`src/logic/strap_consts.svh`:
```
// offsets, field positions, reset values and codes of the strap configuration latch
`ifndef STRAP_CONSTS_SVH
`define STRAP_CONSTS_SVH

// ----------------------------------------------------------------
// register indices (byte address is four times the index)
// ----------------------------------------------------------------
`define IDX_BASIC_CTRL 6'h00
`define IDX_ADVERT 6'h04
`define IDX_OPMODE 6'h16
`define IDX_VENDOR_CTRL 6'h1f
`define IDX_STRAP_STAT 6'h20

// ----------------------------------------------------------------
// field positions
// ----------------------------------------------------------------
`define BASIC_SPEED_BIT 13
`define BASIC_AUTONEG_BIT 12
`define BASIC_ISOLATE_BIT 10
`define ADVERT_100_BIT 7
`define OPMODE_BCAST_DIS_BIT 9
`define VENDOR_IND_LO 4
`define VENDOR_IND_HI 5

// ----------------------------------------------------------------
// reset values and codes
// ----------------------------------------------------------------
`define RST_ADDR_LO 3'h1
`define RST_CFG 3'h0
`define MGMT_ADDR_HI 2'h0
`define CFG_RMII 3'h1
`define CFG_RMII_B2B 3'h5
`define IND_MODE_RST 2'h0
`define IND_MODE_LINK_ACT 2'h0
`define IND_MODE_LINK 2'h1
`define BROADCAST_ADDR 5'h00

`endif

```
`src/logic/strap_pkg.sv`:
```
// types shared by the strap configuration latch
package strap_pkg;

	// one sample of every configuration strap pin
	typedef struct packed {
		logic [2:0] addr_lo;
		logic bcast_dis;
		logic [2:0] cfg;
		logic isolate;
		logic speed_100;
		logic autoneg;
	} strap_t;

	// decoded interface mode
	typedef enum logic [1:0] {
		IFACE_RMII,
		IFACE_RMII_B2B,
		IFACE_RESERVED
	} iface_mode_t;

endpackage : strap_pkg

```
`src/logic/strap_sync.sv`:
```
// two-stage synchroniser bank for asynchronous strap pins
`timescale 1ns/1ps
`default_nettype none

module strap_sync #(
	parameter int W = 10
) (
	// clock
	input wire logic clk,
	// asynchronous input and synchronised output
	input wire logic [W-1:0] d,
	output logic [W-1:0] q
);

	// a bank of no bits cannot carry a strap
	if (W < 1) begin : g_w_check
		$error("W must be at least 1");
	end

	logic [W-1:0] meta_ff;

	// no reset: the chain must track the pins while reset is held
	always_ff @(posedge clk) begin
		meta_ff <= d;
		q <= meta_ff;
	end

endmodule : strap_sync

`default_nettype wire

```
`src/logic/phy_strap_config_latch.sv`:
```
// strap sampling at reset release, configuration registers and apb slave
`timescale 1ns/1ps
`default_nettype none
`include "strap_consts.svh"

module phy_strap_config_latch
	import strap_pkg::*;
#(
	parameter int ADDR_W = 8
) (
	// clock and reset
	input wire logic pclk,
	input wire logic presetn,
	// apb slave
	input wire logic psel,
	input wire logic penable,
	input wire logic pwrite,
	input wire logic [ADDR_W-1:0] paddr,
	input wire logic [31:0] pwdata,
	output logic [31:0] prdata,
	output logic pready,
	output logic pslverr,
	// strap pins (asynchronous)
	input wire strap_t strap_pin,
	// shared pin drivers
	output logic pin_drive_en,
	output logic indicator_out_a,
	output logic indicator_out_a_oe,
	output logic indicator_out_b,
	output logic indicator_out_b_oe,
	// line status from the transceiver, same clock
	input wire logic link_up,
	input wire logic activity,
	// applied configuration
	output logic [4:0] mgmt_addr,
	output logic addr0_broadcast,
	output iface_mode_t iface_mode,
	output logic isolate,
	output logic speed_100,
	output logic autoneg_en,
	output logic adv_100
);

	// ----------------------------------------------------------------
	// parameter check
	// ----------------------------------------------------------------
	if (ADDR_W < 8) begin : g_addr_check
		$error("ADDR_W must be at least 8");
	end

	// ----------------------------------------------------------------
	// helpers
	// ----------------------------------------------------------------
	function automatic iface_mode_t decode_cfg(input logic [2:0] cfg);
		if (cfg == `CFG_RMII)
			return IFACE_RMII;
		else if (cfg == `CFG_RMII_B2B)
			return IFACE_RMII_B2B;
		else
			return IFACE_RESERVED;
	endfunction : decode_cfg

	function automatic logic hit(input logic [ADDR_W-1:0] a, input logic [5:0] idx);
		return a == ADDR_W'({idx, 2'b00});
	endfunction : hit

	// ----------------------------------------------------------------
	// strap synchronisation and capture
	// ----------------------------------------------------------------
	strap_t strap_s;
	strap_t strap_ff;
	logic done_ff;

	strap_sync #(
		.W($bits(strap_t))
	) u_sync (
		.clk(pclk),
		.d(strap_pin),
		.q(strap_s)
	);

	// one-shot capture
	// the chain runs through reset, so its output is settled at release
	always_ff @(posedge pclk or negedge presetn) begin
		if (!presetn) begin
			done_ff <= 1'b0;
			strap_ff <= '{addr_lo: `RST_ADDR_LO, bcast_dis: 1'b0, cfg: `RST_CFG,
				isolate: 1'b0, speed_100: 1'b1, autoneg: 1'b1};
		end else if (!done_ff) begin
			done_ff <= 1'b1;
			strap_ff <= strap_s;
		end
	end

	// ----------------------------------------------------------------
	// apb decode
	// ----------------------------------------------------------------
	logic wr_en;
	logic setup;
	logic mapped;

	assign setup = psel & ~penable;
	assign wr_en = psel & penable & pwrite;
	assign mapped = hit(paddr, `IDX_BASIC_CTRL) | hit(paddr, `IDX_ADVERT) | hit(paddr, `IDX_OPMODE) |
		hit(paddr, `IDX_VENDOR_CTRL) | hit(paddr, `IDX_STRAP_STAT);
	// zero wait state: read data is prepared in the setup cycle
	assign pready = 1'b1;

	// ----------------------------------------------------------------
	// configuration registers
	// ----------------------------------------------------------------
	logic speed_ff;
	logic autoneg_ff;
	logic iso_ff;
	logic adv_ff;
	logic bcast_sw_ff;
	logic [1:0] ind_mode_ff;

	// straps load the basic control bits
	always_ff @(posedge pclk or negedge presetn) begin
		if (!presetn) begin
			speed_ff <= 1'b1;
			autoneg_ff <= 1'b1;
			iso_ff <= 1'b0;
		end else if (!done_ff) begin
			speed_ff <= strap_s.speed_100;
			autoneg_ff <= strap_s.autoneg;
			iso_ff <= strap_s.isolate;
		end else if (wr_en && hit(paddr, `IDX_BASIC_CTRL)) begin
			speed_ff <= pwdata[`BASIC_SPEED_BIT];
			autoneg_ff <= pwdata[`BASIC_AUTONEG_BIT];
			iso_ff <= pwdata[`BASIC_ISOLATE_BIT];
		end
	end

	always_ff @(posedge pclk or negedge presetn) begin
		if (!presetn)
			adv_ff <= 1'b1;
		else if (!done_ff)
			adv_ff <= strap_s.speed_100;
		else if (wr_en && hit(paddr, `IDX_ADVERT))
			adv_ff <= pwdata[`ADVERT_100_BIT];
	end

	always_ff @(posedge pclk or negedge presetn) begin
		if (!presetn)
			bcast_sw_ff <= 1'b0;
		else if (wr_en && hit(paddr, `IDX_OPMODE))
			bcast_sw_ff <= pwdata[`OPMODE_BCAST_DIS_BIT];
	end

	// indicator mode; reserved codes are refused
	always_ff @(posedge pclk or negedge presetn) begin
		if (!presetn)
			ind_mode_ff <= `IND_MODE_RST;
		else if (wr_en && hit(paddr, `IDX_VENDOR_CTRL) && !pwdata[`VENDOR_IND_HI])
			ind_mode_ff <= pwdata[`VENDOR_IND_HI:`VENDOR_IND_LO];
	end

	// ----------------------------------------------------------------
	// read path
	// ----------------------------------------------------------------
	logic [31:0] rd_mux;

	// read mux, unused bits read as zero
	always_comb begin
		rd_mux = 32'h0000_0000;
		if (hit(paddr, `IDX_BASIC_CTRL)) begin
			rd_mux[`BASIC_SPEED_BIT] = speed_ff;
			rd_mux[`BASIC_AUTONEG_BIT] = autoneg_ff;
			rd_mux[`BASIC_ISOLATE_BIT] = iso_ff;
		end else if (hit(paddr, `IDX_ADVERT)) begin
			rd_mux[`ADVERT_100_BIT] = adv_ff;
		end else if (hit(paddr, `IDX_OPMODE)) begin
			rd_mux[`OPMODE_BCAST_DIS_BIT] = bcast_sw_ff;
		end else if (hit(paddr, `IDX_VENDOR_CTRL)) begin
			rd_mux[`VENDOR_IND_HI:`VENDOR_IND_LO] = ind_mode_ff;
		end else if (hit(paddr, `IDX_STRAP_STAT)) begin
			rd_mux[10:0] = {done_ff, strap_ff};
		end
	end

	// data and error prepared during setup, held through access
	always_ff @(posedge pclk or negedge presetn) begin
		if (!presetn) begin
			prdata <= 32'h0000_0000;
			pslverr <= 1'b0;
		end else if (setup) begin
			prdata <= pwrite ? 32'h0000_0000 : rd_mux;
			pslverr <= ~mapped;
		end
	end

	// ----------------------------------------------------------------
	// applied configuration
	// ----------------------------------------------------------------
	// address from straps with fixed upper bits
	assign mgmt_addr = {`MGMT_ADDR_HI, strap_ff.addr_lo};
	// broadcast once the straps are taken, unless disabled by strap or software
	assign addr0_broadcast = done_ff & ~(strap_ff.bcast_dis | bcast_sw_ff);
	assign iface_mode = decode_cfg(strap_ff.cfg);
	assign isolate = iso_ff;
	assign speed_100 = speed_ff;
	assign autoneg_en = autoneg_ff;
	assign adv_100 = adv_ff;

	// ----------------------------------------------------------------
	// indicator pins (low is lit)
	// ----------------------------------------------------------------
	logic blink_ff;
	logic ind_a_ff;
	logic ind_b_ff;

	// blink phase advances only while there is traffic
	always_ff @(posedge pclk or negedge presetn) begin
		if (!presetn)
			blink_ff <= 1'b0;
		else if (activity)
			blink_ff <= ~blink_ff;
	end

	// reserved modes never reach here, the field refuses them
	always_ff @(posedge pclk or negedge presetn) begin
		if (!presetn) begin
			ind_a_ff <= 1'b1;
			ind_b_ff <= 1'b1;
		end else if (ind_mode_ff == `IND_MODE_LINK) begin
			ind_a_ff <= ~link_up;
			ind_b_ff <= activity ? blink_ff : 1'b1;
		end else begin
			ind_a_ff <= link_up ? (activity & blink_ff) : 1'b1;
			ind_b_ff <= ~speed_ff;
		end
	end

	assign indicator_out_a = ind_a_ff;
	assign indicator_out_b = ind_b_ff;
	// drivers off until the straps are taken
	assign pin_drive_en = done_ff;
	assign indicator_out_a_oe = done_ff;
	assign indicator_out_b_oe = done_ff;
endmodule : phy_strap_config_latch

`default_nettype wire

```
`config.mk`:
```
export PLATFORM = sky130hd
export DESIGN_NAME = phy_strap_config_latch
export DESIGN_NICKNAME = d
export VERILOG_FILES = /design/src/logic/strap_pkg.sv /design/src/logic/strap_sync.sv /design/src/logic/phy_strap_config_latch.sv
export VERILOG_INCLUDE_DIRS = /design/src /design/src/logic
export SDC_FILE = /design/constraint.sdc
export NUM_CORES = 1
export LEC_CHECK = 0
export ABC_AREA = 1
export CAP_MARGIN = 15
export CORE_MARGIN = 4
export CORE_UTILIZATION = 60
export DETAILED_ROUTE_END_ITERATION = 16
export DONT_BUFFER_PORTS = 1
export PLACE_DENSITY = 0.76
export SYNTH_ARGS = -nofsm -noshare
export SYNTH_HDL_FRONTEND = slang
export SYNTH_SLANG_ARGS = --single-unit
export TNS_END_PERCENT = 50
```
`constraint.sdc`:
```
create_clock -name pclk -period 1.2 [get_ports pclk]
set_input_delay 0.18 -clock pclk [delete_from_list [all_inputs] [get_ports pclk]]
set_output_delay 0.18 -clock pclk [all_outputs]
set_load 0.1 [all_outputs]
```
* After elaboration in Yosys (flattened, before gate mapping)
Index checks and enable logic that the tools add are counted.
Storage, ports and cells: bits in registers 74, output and inout bits 51
Cells by class: eq/ne operators 9, multiplexer cells 32, bitwise operators 16, reduce and logical (&&, ||, !) cells 7
Operator list (number):
- $mux 11 | 5
- $eq 8x7->1 const B | 2
- $mux 1 | 16
- $mux 14 | 1
- $mux 10 | 1
- $mux 9 | 1
- $eq 8x5->1 const B | 1
- $eq 8x8->1 const B | 1
- $logic_not 8->1 | 1
- $mux 2 | 4
- $mux 7 | 1
- $not 1->1 | 6
- $and 1x1->1 | 5
- $logic_and 1x1->1 | 5
- $mux 5 | 1
- $or 1x1->1 | 5
- $mux 4 | 1
- $ne 2x1->1 const B | 2
- $eq 3x1->1 const B | 1
- $eq 3x3->1 const B | 1
- $mux 3 | 1
- $eq 2x1->1 const B | 1
- $logic_not 1->1 | 1

* Depth between registers and ports, before layout
word-level depth 11, mapped depth 8, gate-level depth less buffers 8

* By module
From an unflattened synthesis, not the netlist that was laid out.
Second synthesis, totals: cells, all modules 272, area total of the unflattened synthesis 2343.5 sq um
By module, submodules not included:
- phy_strap_config_latch | instances 1, cells each 252, area an instance 1943.1 sq um, sequential area each 885.8 sq um
- strap_sync | instances 1, cells each 20, area an instance 400.4 sq um, sequential area each 400.4 sq um

* Worst setup path after synthesis
OpenSTA, ideal clock, no wires.
path kind reg2out, start register done_ff, in the netlist indicator_out_a_oe, end output addr0_broadcast, arrival 3418 ps, path slack -2398 ps, cell stages (with the launch flop) 4, path through dfrtp_1 -> inv_1 -> clkbuf_1 -> nor3_1
Between the ends: word-level cells in the longest chain between the ends 1
Ends and longest elaborated chain:
- from (decl) | line phy_strap_config_latch.sv:72 | logic done_ff;
- from (signal assigned) | line phy_strap_config_latch.sv:86 | done_ff <= 1'b0;
- from (signal assigned) | line phy_strap_config_latch.sv:90 | done_ff <= 1'b1;
- $and 1x1->1 | line phy_strap_config_latch.sv:200 | assign addr0_broadcast = done_ff & ~(strap_ff.bcast_dis | bcast_sw_ff);
- to (decl) | line phy_strap_config_latch.sv:36 | output logic addr0_broadcast,
Every way passes these cells.

* Final worst setup path
start register strap_ff[3] (netlist bit), end output iface_mode[0]
Between the ends: word-level cells in the longest chain between the ends 3, elaborated cells on any way between the ends 4, classes of those cells eq/ne: 2; mux: 2
Ends and longest elaborated chain:
- from (decl) | line phy_strap_config_latch.sv:71 | strap_t strap_ff;
- from (signal assigned) | line phy_strap_config_latch.sv:87 | strap_ff <= '{addr_lo: `RST_ADDR_LO, bcast_dis: 1'b0, cfg: `RST_CFG,
- from (signal assigned) | line phy_strap_config_latch.sv:91 | strap_ff <= strap_s;
- $eq 3x3->1 (no source line)
- $mux 2 | line phy_strap_config_latch.sv:57 | else if (cfg == `CFG_RMII_B2B)
- $mux 2 * | line phy_strap_config_latch.sv:55 | if (cfg == `CFG_RMII)
- to (decl) | line phy_strap_config_latch.sv:37 | output iface_mode_t iface_mode,
Mark *: on every way between the ends. The rest lies on a longest branch, timed or not.

==> impl_metrics.csv <==
group,metric,value,unit
outcome,status,"finished, violations left",
outcome,violations,"negative setup slack",
floorplanning,initial_core_util,62.9,%
routing,ant_nets,0,
sta,tns,-1.56,ns
final_layout,diodes,0,
power,powerDensity,1360,mW/mm^2
final_layout,drive_above_1_share,23.1,%
clocking,clk_pin_slew,0.09,ns
sta,layout_setup_ws,-0.259,ns
grt,grt_overflow,0,
sta,hold_viol,0,
synth,synth_top_family_by_area,"simple AND/OR/NAND/NOR gates",
clocking,cts_max_level,2,
sta,min_period_over_period,122,%
place,placed_cell_area,0.00276,sq mm
synth,synthAdderAreaFrac,0,%
synth,synth_xor_area_share,0,%
synth,synth_mux_area_share,0,%
synth,synth_compound_area_share,2.37,%
grt,grt_pass1_wl,8850,um
synth,postSynth.asyncResetShare,63.6,%
grt,grt_start_max_net_pins,36,
synth,synth.distinct_cells,21,
routing,routed-via-count,1916,
synth,synth_edf_count,0,
floorplanning,fp.dieW,70.2,um
min_path,min_path_type,"in -> reg",
power,vdd_drop_max,1.21,mV
grt,grt_pass1_vias,1937,
synth,syn_avg_cell_area,8.43,sq um
grt,grt_antenna_before_repair,0,
routing,wl_per_cell,15.1,um
routing,viasPerCell,5.19,
sta,fin_skew,0.00651,ns
clocking,cts-root-buf,"clkbuf_8",
critical_path,worstPathMaxFanout,2,
critical_path,critPathArrivalTime,1.28,ns
floorplanning,coreArea,0.00369,sq mm
sta,slew_violations,0,
place,dp_hpwl,3780,um
clocking,cts_sinks,55,
synth,synth_seq_cells,55,
synth,seq_area_frac_synth,55.5,%
clocking,cts_buffers,5,
final_layout,nNetsFinal,377,
routing,drtIter0Drc,177,
job,cap_violations,0,
final_layout,fillers,199,
final_layout,layout_common_cells,"nand2_1 (89), nand3_1 (26), dfrtp_1 (26)",
critical_path,critPathLaunchType,"flip-flop",
routing,route.detailed.drc,0,
critical_path,cp.required,1.02,ns
floorplanning,die_area,0.00492,sq mm
floorplanning,pin_count,108,
place,dpl_worst_slack,0.0662,ns
clocking,cts_tree,"built",
synth,ys.flop_type,"dfrtp_1",
routing,wl,5590,um
grt,grt_usage,23.5,%
final_layout,syn_to_final_growth,33.7,%
floorplanning,die_y,70.2,um
routing,dr.pass1.iters,4,
critical_path,endpoint_kind,"output pin",
sta,setup-violations-final,12,
sta,fmax,685,MHz
synth,yosys.area_share.simple,28.4,%
place,gp_congestion,0.818,
final_layout,final_common_cell,"nand2_1",
critical_path,path_class,"reg -> out",
synth,synthCells,275,
power,power.leakage,0.00154,uW
floorplanning,rows,22,
synth,netlist_area,0.00232,sq mm
final_layout,fin_area,0.00310,sq mm
place,io_buffers,0,
sta,rsz0062_at_grt,"yes",
clocking,clock_latency,0.31,ns
synth,ys_warn_count,0,
clocking,clockBufferDepth,2,
sta,min_period,1.46,ns
timing repair:
| action | in CTS | in global routing |
|---|---|---|
| pin swaps | 6 | 0 |
| setup endpoints to repair | 12 | 20 |
| hold buffers | 13 | 0 |
| gates resized for setup | 14 | 7 |
| setup buffers | 4 | 3 |
| endpoints found under the hold margin | 46 | 0 |
worst paths after layout:
path | startpoint | end | slack [ns] | cells past startpoint
worst max-delay path | strap_ff[3]$_DFFE_PN0N_ | iface_mode[0] | -0.26 | 4
worst min-delay path | pwdata[4] | ind_mode_ff[0]$_DFFE_PN0P_ | 0.002 | 2
worst max register to register | indicator_out_a_oe$_DFF_PN0_ | prdata[10]$_DFFE_PN0P_ | 0.05 | 6
worst min register to register | u_sync.meta_ff[0]$_DFF_P_ | u_sync.q[0]$_DFF_P_ | 0.33 | 0
max in group asynchronous | presetn | strap_ff[1]$_DFFE_PN1N_ | 0.64 | 2
min in group asynchronous | presetn | prdata[13]$_DFFE_PN0P_ | 0.31 | 2
layout make-up:
| type | count | area [sq um] | area share [%] |
|---|---|---|---|
| multi-input cells | 189 | 852 | 27.5 |
| flip-flops and latches | 55 | 1290 | 41.6 |
| repair buffers | 49 | 722 | 23.3 |
| inverters | 20 | 80.1 | 2.58 |
| clock buffers | 7 | 86.3 | 2.79 |
| clock inverters | 1 | 8.76 | 0.283 |
| well taps | 48 | 60.1 | 1.94 |
state kept, by name, indices dropped and copies added (netlist names):
| register | flops |
|---|---|
| prdata | 13 |
| indicator_out_a_oe | 1 |
| strap_ff | 7 |
| indicator_out_a | 1 |
| u_sync.meta_ff | 10 |
| u_sync.q | 10 |
| ind_mode_ff | 2 |
| bcast_sw_ff | 1 |
| speed_100 | 1 |
| indicator_out_b | 1 |
| mgmt_addr | 3 |
| isolate | 1 |
| blink_ff | 1 |
| adv_100 | 1 |
| pslverr | 1 |
| autoneg_en | 1 |
through the flow:
stage | total power [uW] | utilization (%) | hold slack (ns) | cells
2_1_floorplan | 2930 | - | -0.116 | 296
3_3_place_gp | 3070 | 74.8 | -0.115 | 343
3_5_place_dp | 3090 | 74.8 | -0.115 | 343
4_1_cts | 4200 | 83.6 | 0.00604 | 368
5_1_grt | 4360 | 84.0 | 0.0162 | 369
6_report | 4220 | 84.0 | 0.00187 | 369
report_power, final:
group | total [uW] | internal, uW | switching (uW)
Clock | 1040 | 473 | 572
Sequential | 2040 | 1960 | 75.2
Combinational | 1140 | 284 | 853
Total | 4220 | 2720 | 1500
logic make-up (layout without fill, tap and decap cells):
family                 after synthesis  count (layout)
and+or+nand+nor                    155             155
AOI/OAI and AO/OA                   11              11
buffers and inverters               52              77
DFF                                 55              55
other                                2              23
critical path, stage by stage, from the launching register on:
cell and delay (ns):
dfrtp_1 0.38, inv_2 0.05, or2_4 0.26, nor2_4 0.10, buf_12 0.18
per-layer routing:
layer	routed length [um]	part of all wire [%]	GRT usage [%]	up-vias
met4	196	3.5	13.8	0
met1	1900	34	24.3	896
met3	523	9.4	6.62	22
met2	2970	53	41.9	114
met5	0	0	0	-
li1	-	-	-	884
synth_stat cells (2+ instances only):
cell     count  share of area [%]
nor2_4       2               0.97
nor3_1       2               0.43
dfstp_2      8                9.1
nand2_1     97                 16
buf_4       28                9.1
nand3_1     26                5.6
dfrtp_1     27                 29
or2_2        2               0.54
nor2_1      21                3.4
buf_2        2               0.43
o21ai_0      4               0.86
nand2_2      3               0.81
dfxtp_1     20                 17
inv_1       19                3.1
o21ai_1      7                1.5
conb_1       2               0.32
Note: power is estimated with default switching activity, not from simulation.
